File: config.mk
export PLATFORM = sky130hd
export DESIGN_NAME = pmc_top
export DESIGN_NICKNAME = d
export VERILOG_FILES = /design/src/verilog/pmc_pkg.sv /design/src/verilog/pmc_prescaler.sv /design/src/verilog/pmc_top.sv
export SDC_FILE = /design/constraint.sdc
export NUM_CORES = 1
export LEC_CHECK = 0
export BUFFER_PORTS_ARGS = -buffer_cell sky130_fd_sc_hd__buf_2
export CAP_MARGIN = 25
export CORE_MARGIN = 2
export CORE_UTILIZATION = 50
export CTS_BUF_LIST = sky130_fd_sc_hd__clkbuf_16
export DETAILED_ROUTE_END_ITERATION = 16
export GPL_TIMING_DRIVEN = 0
export PLACE_DENSITY = 0.73
export RECOVER_POWER = 100
export SLEW_MARGIN = 10
export SYNTH_ARGS = -nofsm -noshare
export SYNTH_HDL_FRONTEND = slang
export SYNTH_SLANG_ARGS = --single-unit
File: constraint.sdc
create_clock -name pclk -period 12.2 [get_ports pclk]
set_clock_uncertainty 0.1 [all_clocks]
set_input_delay 2.44 -clock pclk [delete_from_list [all_inputs] [get_ports pclk]]
set_output_delay 2.44 -clock pclk [all_outputs]
set_load 0.01 [all_outputs]
File: src/verilog/pmc_pkg.sv
// Purpose: Shared constants, types and divide table for the periodic modulus counter
// Assumes: APB slave with 32-bit data, one aligned word per register
// Notes: Divide table is indexed by clock_source_select[0] and prescale_select
package pmc_pkg;

   localparam int unsigned PMC_ADDR_W = 8;
   localparam int unsigned PMC_DIV_W = 18;

   // Register byte offsets
   localparam logic [7:0] PMC_OFF_STATUS_CONTROL = 8'h00;
   localparam logic [7:0] PMC_OFF_COUNT_VALUE = 8'h04;
   localparam logic [7:0] PMC_OFF_COMPARE_LIMIT = 8'h08;
   localparam logic [7:0] PMC_OFF_INT_STATUS = 8'h0c;
   localparam logic [7:0] PMC_OFF_INT_MASK = 8'h10;

   // Field positions inside status_control, and of the periodic bit in the interrupt status and mask registers
   localparam int unsigned PMC_FLAG_BIT = 7;
   localparam int unsigned PMC_IRQ_EN_BIT = 4;
   localparam int unsigned PMC_INT_PERIODIC_BIT = 0;

   // Values after reset
   localparam logic [1:0] PMC_CLKS_RESET = 2'h0;
   localparam logic [3:0] PMC_PS_RESET = 4'h0;
   localparam logic [7:0] PMC_COUNT_RESET = 8'h00;
   localparam logic [7:0] PMC_LIMIT_RESET = 8'h00;

   // Clock source codes
   localparam logic [1:0] PMC_SRC_LOW_POWER_OSC = 2'h0;
   localparam logic [1:0] PMC_SRC_EXTERNAL_REF = 2'h1;

   localparam int unsigned PMC_SRC_NUM = 3;
   localparam int unsigned PMC_SRC_LPO_IDX = 0;
   localparam int unsigned PMC_SRC_EXT_IDX = 1;
   localparam int unsigned PMC_SRC_INT_IDX = 2;

   // Same layout as the status_control register
   typedef struct packed {
      logic periodic_flag;
      logic [1:0] clock_source_select;
      logic periodic_irq_enable;
      logic [3:0] prescale_select;
   } pmc_ctrl_type;

   typedef enum logic [2:0] {
      PMC_APB_IDLE = 3'b001,
      PMC_APB_WAIT = 3'b010,
      PMC_APB_DONE = 3'b100
   } pmc_apb_state_type;

   // Source edges per prescaler output period; zero means off
   function automatic logic [PMC_DIV_W-1:0] pmc_divide(input logic decimal_src,
                                                       input logic [3:0] ps);
      logic [PMC_DIV_W-1:0] d;
      d = 18'h0;
      if (!decimal_src) begin
         unique case (ps)
            4'h0: d = 18'h0;
            4'h1: d = 18'h8;
            4'h2: d = 18'h20;
            4'h3: d = 18'h40;
            4'h4: d = 18'h80;
            4'h5: d = 18'h100;
            4'h6: d = 18'h200;
            4'h7: d = 18'h400;
            4'h8: d = 18'h1;
            4'h9: d = 18'h2;
            4'ha: d = 18'h4;
            4'hb: d = 18'ha;
            4'hc: d = 18'h10;
            4'hd: d = 18'h64;
            4'he: d = 18'h1f4;
            4'hf: d = 18'h3e8;
         endcase
      end else begin
         unique case (ps)
            4'h0: d = 18'h0;
            4'h1: d = 18'h400;
            4'h2: d = 18'h800;
            4'h3: d = 18'h1000;
            4'h4: d = 18'h2000;
            4'h5: d = 18'h4000;
            4'h6: d = 18'h8000;
            4'h7: d = 18'h10000;
            4'h8: d = 18'h3e8;
            4'h9: d = 18'h7d0;
            4'ha: d = 18'h1388;
            4'hb: d = 18'h2710;
            4'hc: d = 18'h4e20;
            4'hd: d = 18'hc350;
            4'he: d = 18'h186a0;
            4'hf: d = 18'h30d40;
         endcase
      end
      return d;
   endfunction

endpackage

File: src/verilog/pmc_prescaler.sv
// Purpose: Divides synchronised source-clock edges down to one tick per period
// Assumes: src_edge is a one-cycle pulse on pclk
// Notes: A divide of zero keeps the prescaler off and its count at zero
`timescale 1ns/1ps
`default_nettype none

module pmc_prescaler #(
   parameter int unsigned DIV_W = pmc_pkg::PMC_DIV_W
) (
   input wire logic pclk,
   input wire logic presetn,
   input wire logic src_edge,
   input wire logic [DIV_W-1:0] divide,
   input wire logic restart,
   output logic tick
);

   logic [DIV_W-1:0] count_ff;
   logic tick_ff;
   logic running;
   logic at_end;

   assign running = (divide != '0);
   assign at_end = (count_ff >= divide - DIV_W'(1));
   assign tick = tick_ff;

   always_ff @(posedge pclk or negedge presetn) begin
      if (!presetn) begin
         count_ff <= '0;
      end else if (restart || !running) begin
         count_ff <= '0; // RULE_04
      end else if (src_edge) begin
         count_ff <= at_end ? '0 : count_ff + DIV_W'(1); // RULE_07
      end
   end

   always_ff @(posedge pclk or negedge presetn) begin
      if (!presetn) begin
         tick_ff <= 1'b0;
      end else begin
         tick_ff <= !restart && running && src_edge && at_end;
      end
   end

endmodule // pmc_prescaler

`default_nettype wire

File: src/verilog/pmc_top.sv
// Purpose: Periodic modulus counter with selectable source, prescaler and APB registers
// Assumes: Source clocks arrive as pins, much slower than pclk (at most pclk/4)
// Notes: All counting is done on pclk from synchronised source edges
// Overview of operation
// (RULE_01) Eight-bit up-counter, eight-bit limit, source selector, binary or decimal prescaler.
// (RULE_02) Reset stops counter at zero, clears limit, prescaler off.
// (RULE_03) Reset selects the low power oscillator as source.
// (RULE_04) Prescale code zero keeps prescaler off; nonzero code starts it.
// (RULE_05) Source code 00 low power, 01 external, 10 or 11 internal.
// (RULE_06) Writing a different source clears prescaler and counter.
// (RULE_07) Divide ratio set by prescale code and source bit zero.
// (RULE_08) Writing a different prescale code clears prescaler and counter.
// (RULE_09) Compare limit accepts every value zero to 0xff.
// (RULE_10) Counter steps once per prescaler period, wraps to zero after limit.
// (RULE_11) Flag sets on the step from limit to zero.
// (RULE_12) Any write of compare limit clears prescaler and counter.
// (RULE_13) Interrupt requested while flag and enable are both set.
// (RULE_14) Writing one to flag clears flag and pending request.
// (RULE_15) Writing zero to flag leaves it unchanged.
// (RULE_16) Limit of zero sets flag on every prescaler tick.
// (RULE_17) Count value is read only; writes do nothing.
// (RULE_18) Source ticks are synchronised to pclk before use.
//
// The register offsets and the APB register port were decided locally.
`timescale 1ns/1ps
`default_nettype none

module pmc_top #(
   parameter int unsigned ADDR_W = pmc_pkg::PMC_ADDR_W
) (
   input wire logic pclk,
   input wire logic presetn,
   input wire logic psel,
   input wire logic penable,
   input wire logic pwrite,
   input wire logic [ADDR_W-1:0] paddr,
   input wire logic [31:0] pwdata,
   input wire logic [3:0] pstrb,
   output logic [31:0] prdata,
   output logic pready,
   output logic pslverr,
   input wire logic low_power_osc,
   input wire logic external_ref_clock,
   input wire logic internal_ref_clock,
   output logic irq
);

   // Register state
   pmc_pkg::pmc_ctrl_type ctrl_ff;
   logic [7:0] count_value_ff; // RULE_01
   logic [7:0] compare_limit_ff; // RULE_01
   logic irq_ff;

   // APB slave state
   pmc_pkg::pmc_apb_state_type apb_state_ff;
   pmc_pkg::pmc_apb_state_type nxt_apb_state;
   logic [31:0] prdata_ff;
   logic pready_ff;
   logic pslverr_ff;

   // Source synchronisers
   logic [pmc_pkg::PMC_SRC_NUM-1:0] src_meta_ff;
   logic [pmc_pkg::PMC_SRC_NUM-1:0] src_sync_ff;
   logic [pmc_pkg::PMC_SRC_NUM-1:0] src_prev_ff;
   logic [pmc_pkg::PMC_SRC_NUM-1:0] src_rise;
   logic src_edge;

   // Decoded access
   logic access;
   logic wr_commit;
   logic sel_status_control;
   logic sel_count_value;
   logic sel_compare_limit;
   logic sel_int_status;
   logic sel_int_mask;
   logic addr_mapped;
   logic [31:0] rd_value;

   // Write effects
   pmc_pkg::pmc_ctrl_type wr_ctrl;
   logic clks_changed;
   logic ps_changed;
   logic restart;
   logic flag_clear;
   logic flag_set;
   logic prescale_tick;
   logic [pmc_pkg::PMC_DIV_W-1:0] divide;

   function automatic logic addr_hit(input logic [ADDR_W-1:0] a, input logic [7:0] off);
      return ((a >> 2) == (ADDR_W'(off) >> 2)) && (a[1:0] == 2'h0);
   endfunction

   // ------------------------------------------------------------------
   // Source selection and synchronisation
   // ------------------------------------------------------------------

   // Three flops per pin; the first is read only by the second, the third keeps the last value for edge detection
   always_ff @(posedge pclk or negedge presetn) begin
      if (!presetn) begin
         src_meta_ff <= '0;
         src_sync_ff <= '0;
         src_prev_ff <= '0;
      end else begin
         src_meta_ff <= {internal_ref_clock, external_ref_clock, low_power_osc}; // RULE_18
         src_sync_ff <= src_meta_ff; // RULE_18
         src_prev_ff <= src_sync_ff;
      end
   end

   assign src_rise = src_sync_ff & ~src_prev_ff;

   // Selected after synchronisation, so a source switch cannot glitch a clock
   always_comb begin
      unique case (ctrl_ff.clock_source_select)
         pmc_pkg::PMC_SRC_LOW_POWER_OSC:
            src_edge = src_rise[pmc_pkg::PMC_SRC_LPO_IDX]; // RULE_05
         pmc_pkg::PMC_SRC_EXTERNAL_REF:
            src_edge = src_rise[pmc_pkg::PMC_SRC_EXT_IDX]; // RULE_05
         default:
            src_edge = src_rise[pmc_pkg::PMC_SRC_INT_IDX]; // RULE_05
      endcase
   end

   assign divide = pmc_pkg::pmc_divide(ctrl_ff.clock_source_select[0],
                                       ctrl_ff.prescale_select); // RULE_07

   pmc_prescaler #(
      .DIV_W(pmc_pkg::PMC_DIV_W)
   ) u_prescaler (
      .pclk(pclk),
      .presetn(presetn),
      .src_edge(src_edge),
      .divide(divide),
      .restart(restart),
      .tick(prescale_tick)
   );

   // ------------------------------------------------------------------
   // APB slave: one wait state, answer registered
   // ------------------------------------------------------------------

   assign access = psel && penable;
   assign wr_commit = access && pwrite && pready_ff && !pslverr_ff;

   assign sel_status_control = addr_hit(paddr, pmc_pkg::PMC_OFF_STATUS_CONTROL);
   assign sel_count_value = addr_hit(paddr, pmc_pkg::PMC_OFF_COUNT_VALUE);
   assign sel_compare_limit = addr_hit(paddr, pmc_pkg::PMC_OFF_COMPARE_LIMIT);
   assign sel_int_status = addr_hit(paddr, pmc_pkg::PMC_OFF_INT_STATUS);
   assign sel_int_mask = addr_hit(paddr, pmc_pkg::PMC_OFF_INT_MASK);
   assign addr_mapped = sel_status_control || sel_count_value || sel_compare_limit ||
                        sel_int_status || sel_int_mask;

   always_comb begin
      nxt_apb_state = apb_state_ff;
      unique case (apb_state_ff)
         pmc_pkg::PMC_APB_IDLE: begin
            if (access) begin
               nxt_apb_state = pmc_pkg::PMC_APB_WAIT;
            end
         end
         pmc_pkg::PMC_APB_WAIT: begin
            nxt_apb_state = pmc_pkg::PMC_APB_DONE;
         end
         pmc_pkg::PMC_APB_DONE: begin
            nxt_apb_state = pmc_pkg::PMC_APB_IDLE;
         end
         default: begin
            nxt_apb_state = pmc_pkg::PMC_APB_IDLE;
         end
      endcase
   end

   always_ff @(posedge pclk or negedge presetn) begin
      if (!presetn) begin
         apb_state_ff <= pmc_pkg::PMC_APB_IDLE;
      end else begin
         apb_state_ff <= nxt_apb_state;
      end
   end

   // Ready is high for exactly the second access cycle
   always_ff @(posedge pclk or negedge presetn) begin
      if (!presetn) begin
         pready_ff <= 1'b0;
         pslverr_ff <= 1'b0;
      end else begin
         pready_ff <= (apb_state_ff == pmc_pkg::PMC_APB_IDLE) && access;
         pslverr_ff <= (apb_state_ff == pmc_pkg::PMC_APB_IDLE) && access && !addr_mapped;
      end
   end

   always_comb begin
      rd_value = 32'h0;
      if (sel_status_control) begin
         rd_value = {24'h0, ctrl_ff};
      end else if (sel_count_value) begin
         rd_value = {24'h0, count_value_ff};
      end else if (sel_compare_limit) begin
         rd_value = {24'h0, compare_limit_ff};
      end else if (sel_int_status) begin
         rd_value = {31'h0, ctrl_ff.periodic_flag};
      end else if (sel_int_mask) begin
         rd_value = {31'h0, ctrl_ff.periodic_irq_enable};
      end
   end

   // Read data is captured on the same edge that raises ready, so it may lag a tick by one cycle
   always_ff @(posedge pclk or negedge presetn) begin
      if (!presetn) begin
         prdata_ff <= 32'h0;
      end else if ((apb_state_ff == pmc_pkg::PMC_APB_IDLE) && access && !pwrite) begin
         prdata_ff <= rd_value;
      end
   end

   assign prdata = prdata_ff;
   assign pready = pready_ff;
   assign pslverr = pslverr_ff;

   // ------------------------------------------------------------------
   // Write effects
   // ------------------------------------------------------------------

   assign wr_ctrl = pmc_pkg::pmc_ctrl_type'(pwdata[7:0]);
   assign clks_changed = wr_commit && sel_status_control && pstrb[0] &&
                         (wr_ctrl.clock_source_select != ctrl_ff.clock_source_select);
   assign ps_changed = wr_commit && sel_status_control && pstrb[0] &&
                       (wr_ctrl.prescale_select != ctrl_ff.prescale_select);
   assign restart = clks_changed || ps_changed || // RULE_06 RULE_08
                    (wr_commit && sel_compare_limit && pstrb[0]); // RULE_12

   // Writing one clears; zero is ignored
   assign flag_clear = wr_commit && pstrb[0] &&
                       ((sel_status_control && pwdata[pmc_pkg::PMC_FLAG_BIT]) ||
                        (sel_int_status && pwdata[pmc_pkg::PMC_INT_PERIODIC_BIT])); // RULE_14 RULE_15

   assign flag_set = prescale_tick && !restart &&
                     (count_value_ff == compare_limit_ff); // RULE_11 RULE_16

   // One process for the whole register, so no field has a second driver
   always_ff @(posedge pclk or negedge presetn) begin
      if (!presetn) begin
         ctrl_ff.clock_source_select <= pmc_pkg::PMC_CLKS_RESET; // RULE_03
         ctrl_ff.prescale_select <= pmc_pkg::PMC_PS_RESET; // RULE_02
         ctrl_ff.periodic_irq_enable <= 1'b0;
         ctrl_ff.periodic_flag <= 1'b0;
      end else begin
         if (wr_commit && sel_status_control && pstrb[0]) begin
            ctrl_ff.clock_source_select <= wr_ctrl.clock_source_select; // RULE_05
            ctrl_ff.prescale_select <= wr_ctrl.prescale_select; // RULE_04
            ctrl_ff.periodic_irq_enable <= wr_ctrl.periodic_irq_enable;
         end else if (wr_commit && sel_int_mask && pstrb[0]) begin
            ctrl_ff.periodic_irq_enable <= pwdata[pmc_pkg::PMC_INT_PERIODIC_BIT];
         end
         // Set beats clear so a tick in the clearing cycle is kept
         if (flag_set) begin
            ctrl_ff.periodic_flag <= 1'b1; // RULE_11
         end else if (flag_clear) begin
            ctrl_ff.periodic_flag <= 1'b0; // RULE_14
         end
      end
   end

   always_ff @(posedge pclk or negedge presetn) begin
      if (!presetn) begin
         compare_limit_ff <= pmc_pkg::PMC_LIMIT_RESET; // RULE_02
      end else if (wr_commit && sel_compare_limit && pstrb[0]) begin
         compare_limit_ff <= pwdata[7:0]; // RULE_09
      end
   end

   // ------------------------------------------------------------------
   // Main counter; count_value has no write path
   // ------------------------------------------------------------------

   always_ff @(posedge pclk or negedge presetn) begin
      if (!presetn) begin
         count_value_ff <= pmc_pkg::PMC_COUNT_RESET; // RULE_02
      end else if (restart) begin
         count_value_ff <= pmc_pkg::PMC_COUNT_RESET; // RULE_06 RULE_08 RULE_12
      end else if (prescale_tick) begin
         if (count_value_ff == compare_limit_ff) begin
            count_value_ff <= pmc_pkg::PMC_COUNT_RESET; // RULE_10
         end else begin
            count_value_ff <= count_value_ff + 8'h01; // RULE_10
         end
      end
   end // RULE_17

   // ------------------------------------------------------------------
   // Interrupt request
   // ------------------------------------------------------------------

   // Follows the flag one cycle later, so a clear drops it one cycle after the write
   always_ff @(posedge pclk or negedge presetn) begin
      if (!presetn) begin
         irq_ff <= 1'b0;
      end else begin
         irq_ff <= ctrl_ff.periodic_flag && ctrl_ff.periodic_irq_enable; // RULE_13
      end
   end

   assign irq = irq_ff;

endmodule // pmc_top

`default_nettype wire
Word-level counts from Yosys, hierarchy flattened --
Memory sizes are Yosys's and may differ from the RTL's. Cells that the tools add are included.
Word-level totals: word-level logic and storage cells 105, ROM bits 416, input port bits 52, output and inout bits 35, register bits after elaboration 90, memories kept 2
Memory list:
- (name not given) | depth 16, bits a word 15, read ports 1, clocked after memory_dff 0, wr ports 0, line pmc_pkg.sv:75 | unique case (ps)
- (name not given) | depth 16, bits a word 11, read ports 1, clocked after memory_dff 0, wr ports 0, line pmc_pkg.sv:56 | unique case (ps)
Operators by class: bitwise operators 2, multiplexer cells 19, add/sub/neg operators 3, order comparisons 1, reductions and logical operators 51, equality and inequality tests 11
Operator list (count):
- $mux 18 | 4
- $mux 8 | 6
- $logic_and 1x1->1 | 30
- $add 18x1->18 const B | 1
- $ge 18x18->1 | 1
- $reduce_bool 18->1 | 1
- $sub 18x1->18 const B | 1
- $eq 6x2->1 const B | 2
- $add 8x1->8 const B | 1
- $eq 8x8->1 | 1
- $logic_not 8->1 | 1
- $logic_or 1x1->1 | 8
- $reduce_bool 2->1 | 4
- $eq 6x1->1 const B | 1
- $eq 6x3->1 const B | 1
- $mux 1 | 6
- $pmux 3 s2 | 1
- $logic_not 1->1 | 5
- $logic_not 2->1 | 2
- $ne 4x4->1 | 1
- $and 3x3->3 | 1
- $eq 3x1->1 const B | 1
- $eq 3x2->1 const B | 1
- $mux 3 | 1
- other kinds (5) | 5

Longest topological paths before layout --
word-level depth 13, mapped depth 20, mapped depth without buffers 17

By module --
Synthesis repeated with hierarchy kept, for this count alone.
Unflattened totals: cell total of the unflattened synthesis 512, area, all modules 4717.0 sq um
By module, submodules not included:
- pmc_top | instances 1, cells an instance 291, seq. area each 1177.4 sq um, area an instance 2857.7 sq um
- pmc_prescaler | instances 1, cells an instance 221, seq. area each 475.5 sq um, area an instance 1859.3 sq um

Worst setup path before layout --
No wires, ideal clock.
kind input-to-reg, start point input paddr[5], end point register u_prescaler.count_ff[10], buffers on the path 1, setup time 121 ps, slack 7994 ps, data required time 11979 ps, data arrival time 3986 ps, cell stages on the path 8, path through or4_4 -> nor3_4 -> nand3_1 -> or2_1 -> o21a_1 -> o31ai_4 -> buf_6 -> nor2_1
On the way: longest elaborated chain between the ends 9, elaborated cells between the ends (all ways) 15, classes of those cells 1 x eq/ne; 1 x mux; 13 x reduce/logical
Ends and longest elaborated chain:
- start: declaration | line pmc_top.sv:36 | input wire logic [ADDR_W-1:0] paddr,
- $logic_not 8->1 | line pmc_top.sv:90 | return ((a >> 2) == (ADDR_W'(off) >> 2)) && (a[1:0] == 2'h0);
- $logic_and 1x1->1 | line pmc_top.sv:90
- $logic_and 1x1->1 (2 in series) | line pmc_top.sv:225, pmc_top.sv:227
- $logic_and 1x1->1 (on tied branches) | line pmc_top.sv:225, pmc_top.sv:227
- $logic_or 1x1->1 | line pmc_top.sv:229 | assign restart = clks_changed || ps_changed ||
- $logic_or 1x1->1 * | line pmc_top.sv:229
- $logic_or 1x1->1 * | line pmc_prescaler.sv:30 | end else if (restart || !running) begin
- $mux 18 or $reduce_bool 2->1 (tied branches)
- end signal: assignment | line pmc_prescaler.sv:33 | count_ff <= at_end ? '0 : count_ff + DIV_W'(1);
- end: declaration | line pmc_prescaler.sv:18 | logic [DIV_W-1:0] count_ff;
Every way passes the cells marked *; elsewhere a longest branch is shown, timed or not. A chain may end at the register's enable or synchronous reset.

==> run metrics <==
status=finished, violations left; violations in the final reports=capacitance limit, slew limit; Syn Inst Count=between 500 and 600; Sequential cell area=approximately 1700 µm²; period utilization=0.455; initial antenna violation count=0; x dimension of the die=103 µm; GR Overflow Total=0; fill cell count=878; Least-Margin Pin Slew=~3500 ps; number of warnings printed during yosys synthesis=0; setup repair bufs after CTS=0; post-route ant nets=0; first-pass GRT wire length=18400 µm; pin count of the biggest net entering global routing=65; CTS Sinks=66; max-slew violation count=between 60 and 70; Layout area overhead=13.8%; Clock Root Buffer=sky130_fd_sc_hd__clkbuf_16; clock slew at reported path FFs=50 ps; share of synthesized area occupied by flip-flops and latches=0.340; Initial DRT Pass Iterations=5; buffers from clock root to sink, at most=2; CTS hold repair buffers=0; Avg Synthesized Cell Area=~9 µm²; initial detailed-routing violation count=about 280; critical path required time=roughly 12000 ps; static power due to leakage=about 2.5 nW; Routed wire per std cell=15.2 µm; via count normalized by instance count=between 5 and 6; arrival time at the worst endpoint=about 5100 ps; highest attainable clock frequency=approximately 0.18 GHz; path type of the worst setup path=input port to asynchronous set/reset pin; Hold Fails Final Rpt=0; critical path, cell by cell=clkbuf_1, clkbuf_1; most common library cell in the layout ignoring fill and taps=sky130_fd_sc_hd__dfrtp_1; Top cell by count, worst path=sky130_fd_sc_hd__clkbuf_1; count of instances resized after the clock tree is built=0; WHS=around 240 ps; async set-or-reset flop fraction in the synthesized netlist=1.00; Max VDD drop=between 90 and 100 µV; most used flip-flop cell after synthesis=sky130_fd_sc_hd__dfrtp_1; leading cell types in the layout, fill and taps excluded=65 x sky130_fd_sc_hd__dfrtp_1, 64 x sky130_fd_sc_hd__nand2_1, 34 x sky130_fd_sc_hd__nor2_1; synthesis-stage register bit count=66; Port Buf Inserts=35; Worst Setup Start Kind=input port; clock tree from TritonCTS=built; Largest delay share family, worst path=buffers and inverters; setup repair after global routing missed its margin=no; headroom to the max-slew limit=-1.33; detailed placement HPWL=between 8000 and 9000 µm; number of synthesized flops with an enable pin=0; Core Box Area=9590 µm²; total area of multi-input combinational cells=between 2000 and 3000 µm²; Die Outline Area=roughly 11000 µm²; worst min path class=flop to flop; Slowest-stage cell, CP=sky130_fd_sc_hd__clkbuf_1; wire length after detailed routing=roughly 11000 µm; total CTS buffers=9; cell area after technology mapping=roughly 4900 µm²; largest stage delay on the critical path=approximately 2500 ps; standard cell area after detailed placement=~5300 µm²; routed via count=about 4100; global routing usage summed across all routing layers=0.222; nature of the critical path endpoint=asynchronous set/reset pin; Layout Cell Area excl Fill=5540 µm²; post-layout net count=~700; I/O pin total=87; diode insertion count for antenna repair=0; H-Tree Depth=3; number of distinct library cells after synthesis=75; critical path fanouts, max=64; insertion delay to the later sink of the worst-skew pair=340 ps; routability congestion estimate from global placement=~0.96; total of endpoints with negative setup slack in the final report=0; max cap viols=1; DRC Markers=0; number of buffer and inverter stages on the critical path=2; die span in y=roughly 100 µm; proportion of layout cells with a drive suffix above 1=0.185; Starting Density=0.507; aggregate negative setup slack=0 ps; row count=36; number of global-route vias before repair=between 3000 and 4000; Final min period=roughly 5500 ps; power density over the cells=a little over 90 nW/µm²
[area by class of cell]
type | instances | share of cell area
buffer | 47 | 0.0628
sequential | 66 | 0.298
tap | 133 | 0.0300
clock inverter | 7 | 0.0127
clock buffer | 9 | 0.0407
inverter | 12 | 0.00813
timing repair buffer | 36 | 0.0294
multi-input combinational | 435 | 0.518
[synth_stat cells (8+ instances only)]
master	count	area, µm²
sky130_fd_sc_hd__a21oi_1	25	125
sky130_fd_sc_hd__a31oi_1	13	81.3
sky130_fd_sc_hd__and3_1	8	50.1
sky130_fd_sc_hd__buf_4	29	218
sky130_fd_sc_hd__dfrtp_1	65	1630
sky130_fd_sc_hd__ha_1	29	363
sky130_fd_sc_hd__inv_1	12	45.0
sky130_fd_sc_hd__mux2_2	14	158
sky130_fd_sc_hd__mux2i_1	12	120
sky130_fd_sc_hd__nand2_1	64	240
sky130_fd_sc_hd__nand3_1	32	160
sky130_fd_sc_hd__nand4_1	13	81.3
sky130_fd_sc_hd__nor2_1	34	128
sky130_fd_sc_hd__nor3_1	13	65.1
sky130_fd_sc_hd__nor3b_1	8	60.1
sky130_fd_sc_hd__o21ai_0	27	135
sky130_fd_sc_hd__xnor2_1	19	166
sky130_fd_sc_hd__xor2_1	8	70.1
[stage by stage]
stage	total power, W	util	setup slack [ps]	std cells
2_1_floorplan	0.000249	-	7990	560
3_3_place_gp	0.000262	0.552	7650	728
3_5_place_dp	0.000264	0.555	7570	729
4_1_cts	0.000521	0.586	7520	745
5_1_grt	0.000534	0.577	5760	745
6_report	0.000514	0.577	6650	745
[routing by layer]
metal | part of all wire | wire length, µm | GRT usage
met1 | 0.45 | 5070 | 0.280
met2 | 0.49 | 5580 | 0.379
met3 | 0.049 | 553 | 0.0515
met4 | 0.013 | 146 | 0.0687
met5 | 0 | 0 | 0
[sequential cells by signal (all words and copies together) (netlist names)]
name / cells
u_prescaler.count_ff: 18
compare_limit_ff: 8
pslverr: 1
irq: 1
src_prev_ff: 3
apb_state_ff: 3
src_sync_ff: 3
u_prescaler.tick: 1
src_meta_ff: 3
pready: 1
ctrl_ff: 8
prdata: 8
count_value_ff: 8
[cell families after synthesis]
family / count (synthesis) / synth area share
AO/OA/AOI/OAI: 111 / 0.152
XOR/XNOR: 27 / 0.0486
adder cells (fa/ha/maj): 29 / 0.0746
buffers and inverters: 59 / 0.0830
flip-flops: 66 / 0.340
multiplexers: 27 / 0.0617
other: 1 / 0.000770
AND/OR/NAND/NOR: 217 / 0.240
[power breakdown]
group          internal [W]  switching, W  total (W)
combinational     0.0000140     0.0000205  0.0000345
sequential         0.000222    0.00000169   0.000224
clock              0.000157     0.0000981   0.000256
total              0.000394      0.000120   0.000514
[path summary, 6_finish.rpt]
check,start,end,slack (ps),cells past startpoint
worst min-delay path,src_meta_ff[2]$_DFF_PN0_,src_sync_ff[2]$_DFF_PN0_,240,0
worst max-delay path,presetn,src_prev_ff[2]$_DFF_PN0_,6650,2
max in group pclk,ctrl_ff[0]$_DFFE_PN0P_,u_prescaler.count_ff[8]$_DFFE_PN0P_,6810,19
worst max register to register,ctrl_ff[0]$_DFFE_PN0P_,u_prescaler.count_ff[8]$_DFFE_PN0P_,6810,19
worst min register to register,src_meta_ff[2]$_DFF_PN0_,src_sync_ff[2]$_DFF_PN0_,240,0
min in group asynchronous,presetn,apb_state_ff[1]$_DFFE_PN0P_,1790,1
No activity file was read; power rests on OpenSTA's default activity.
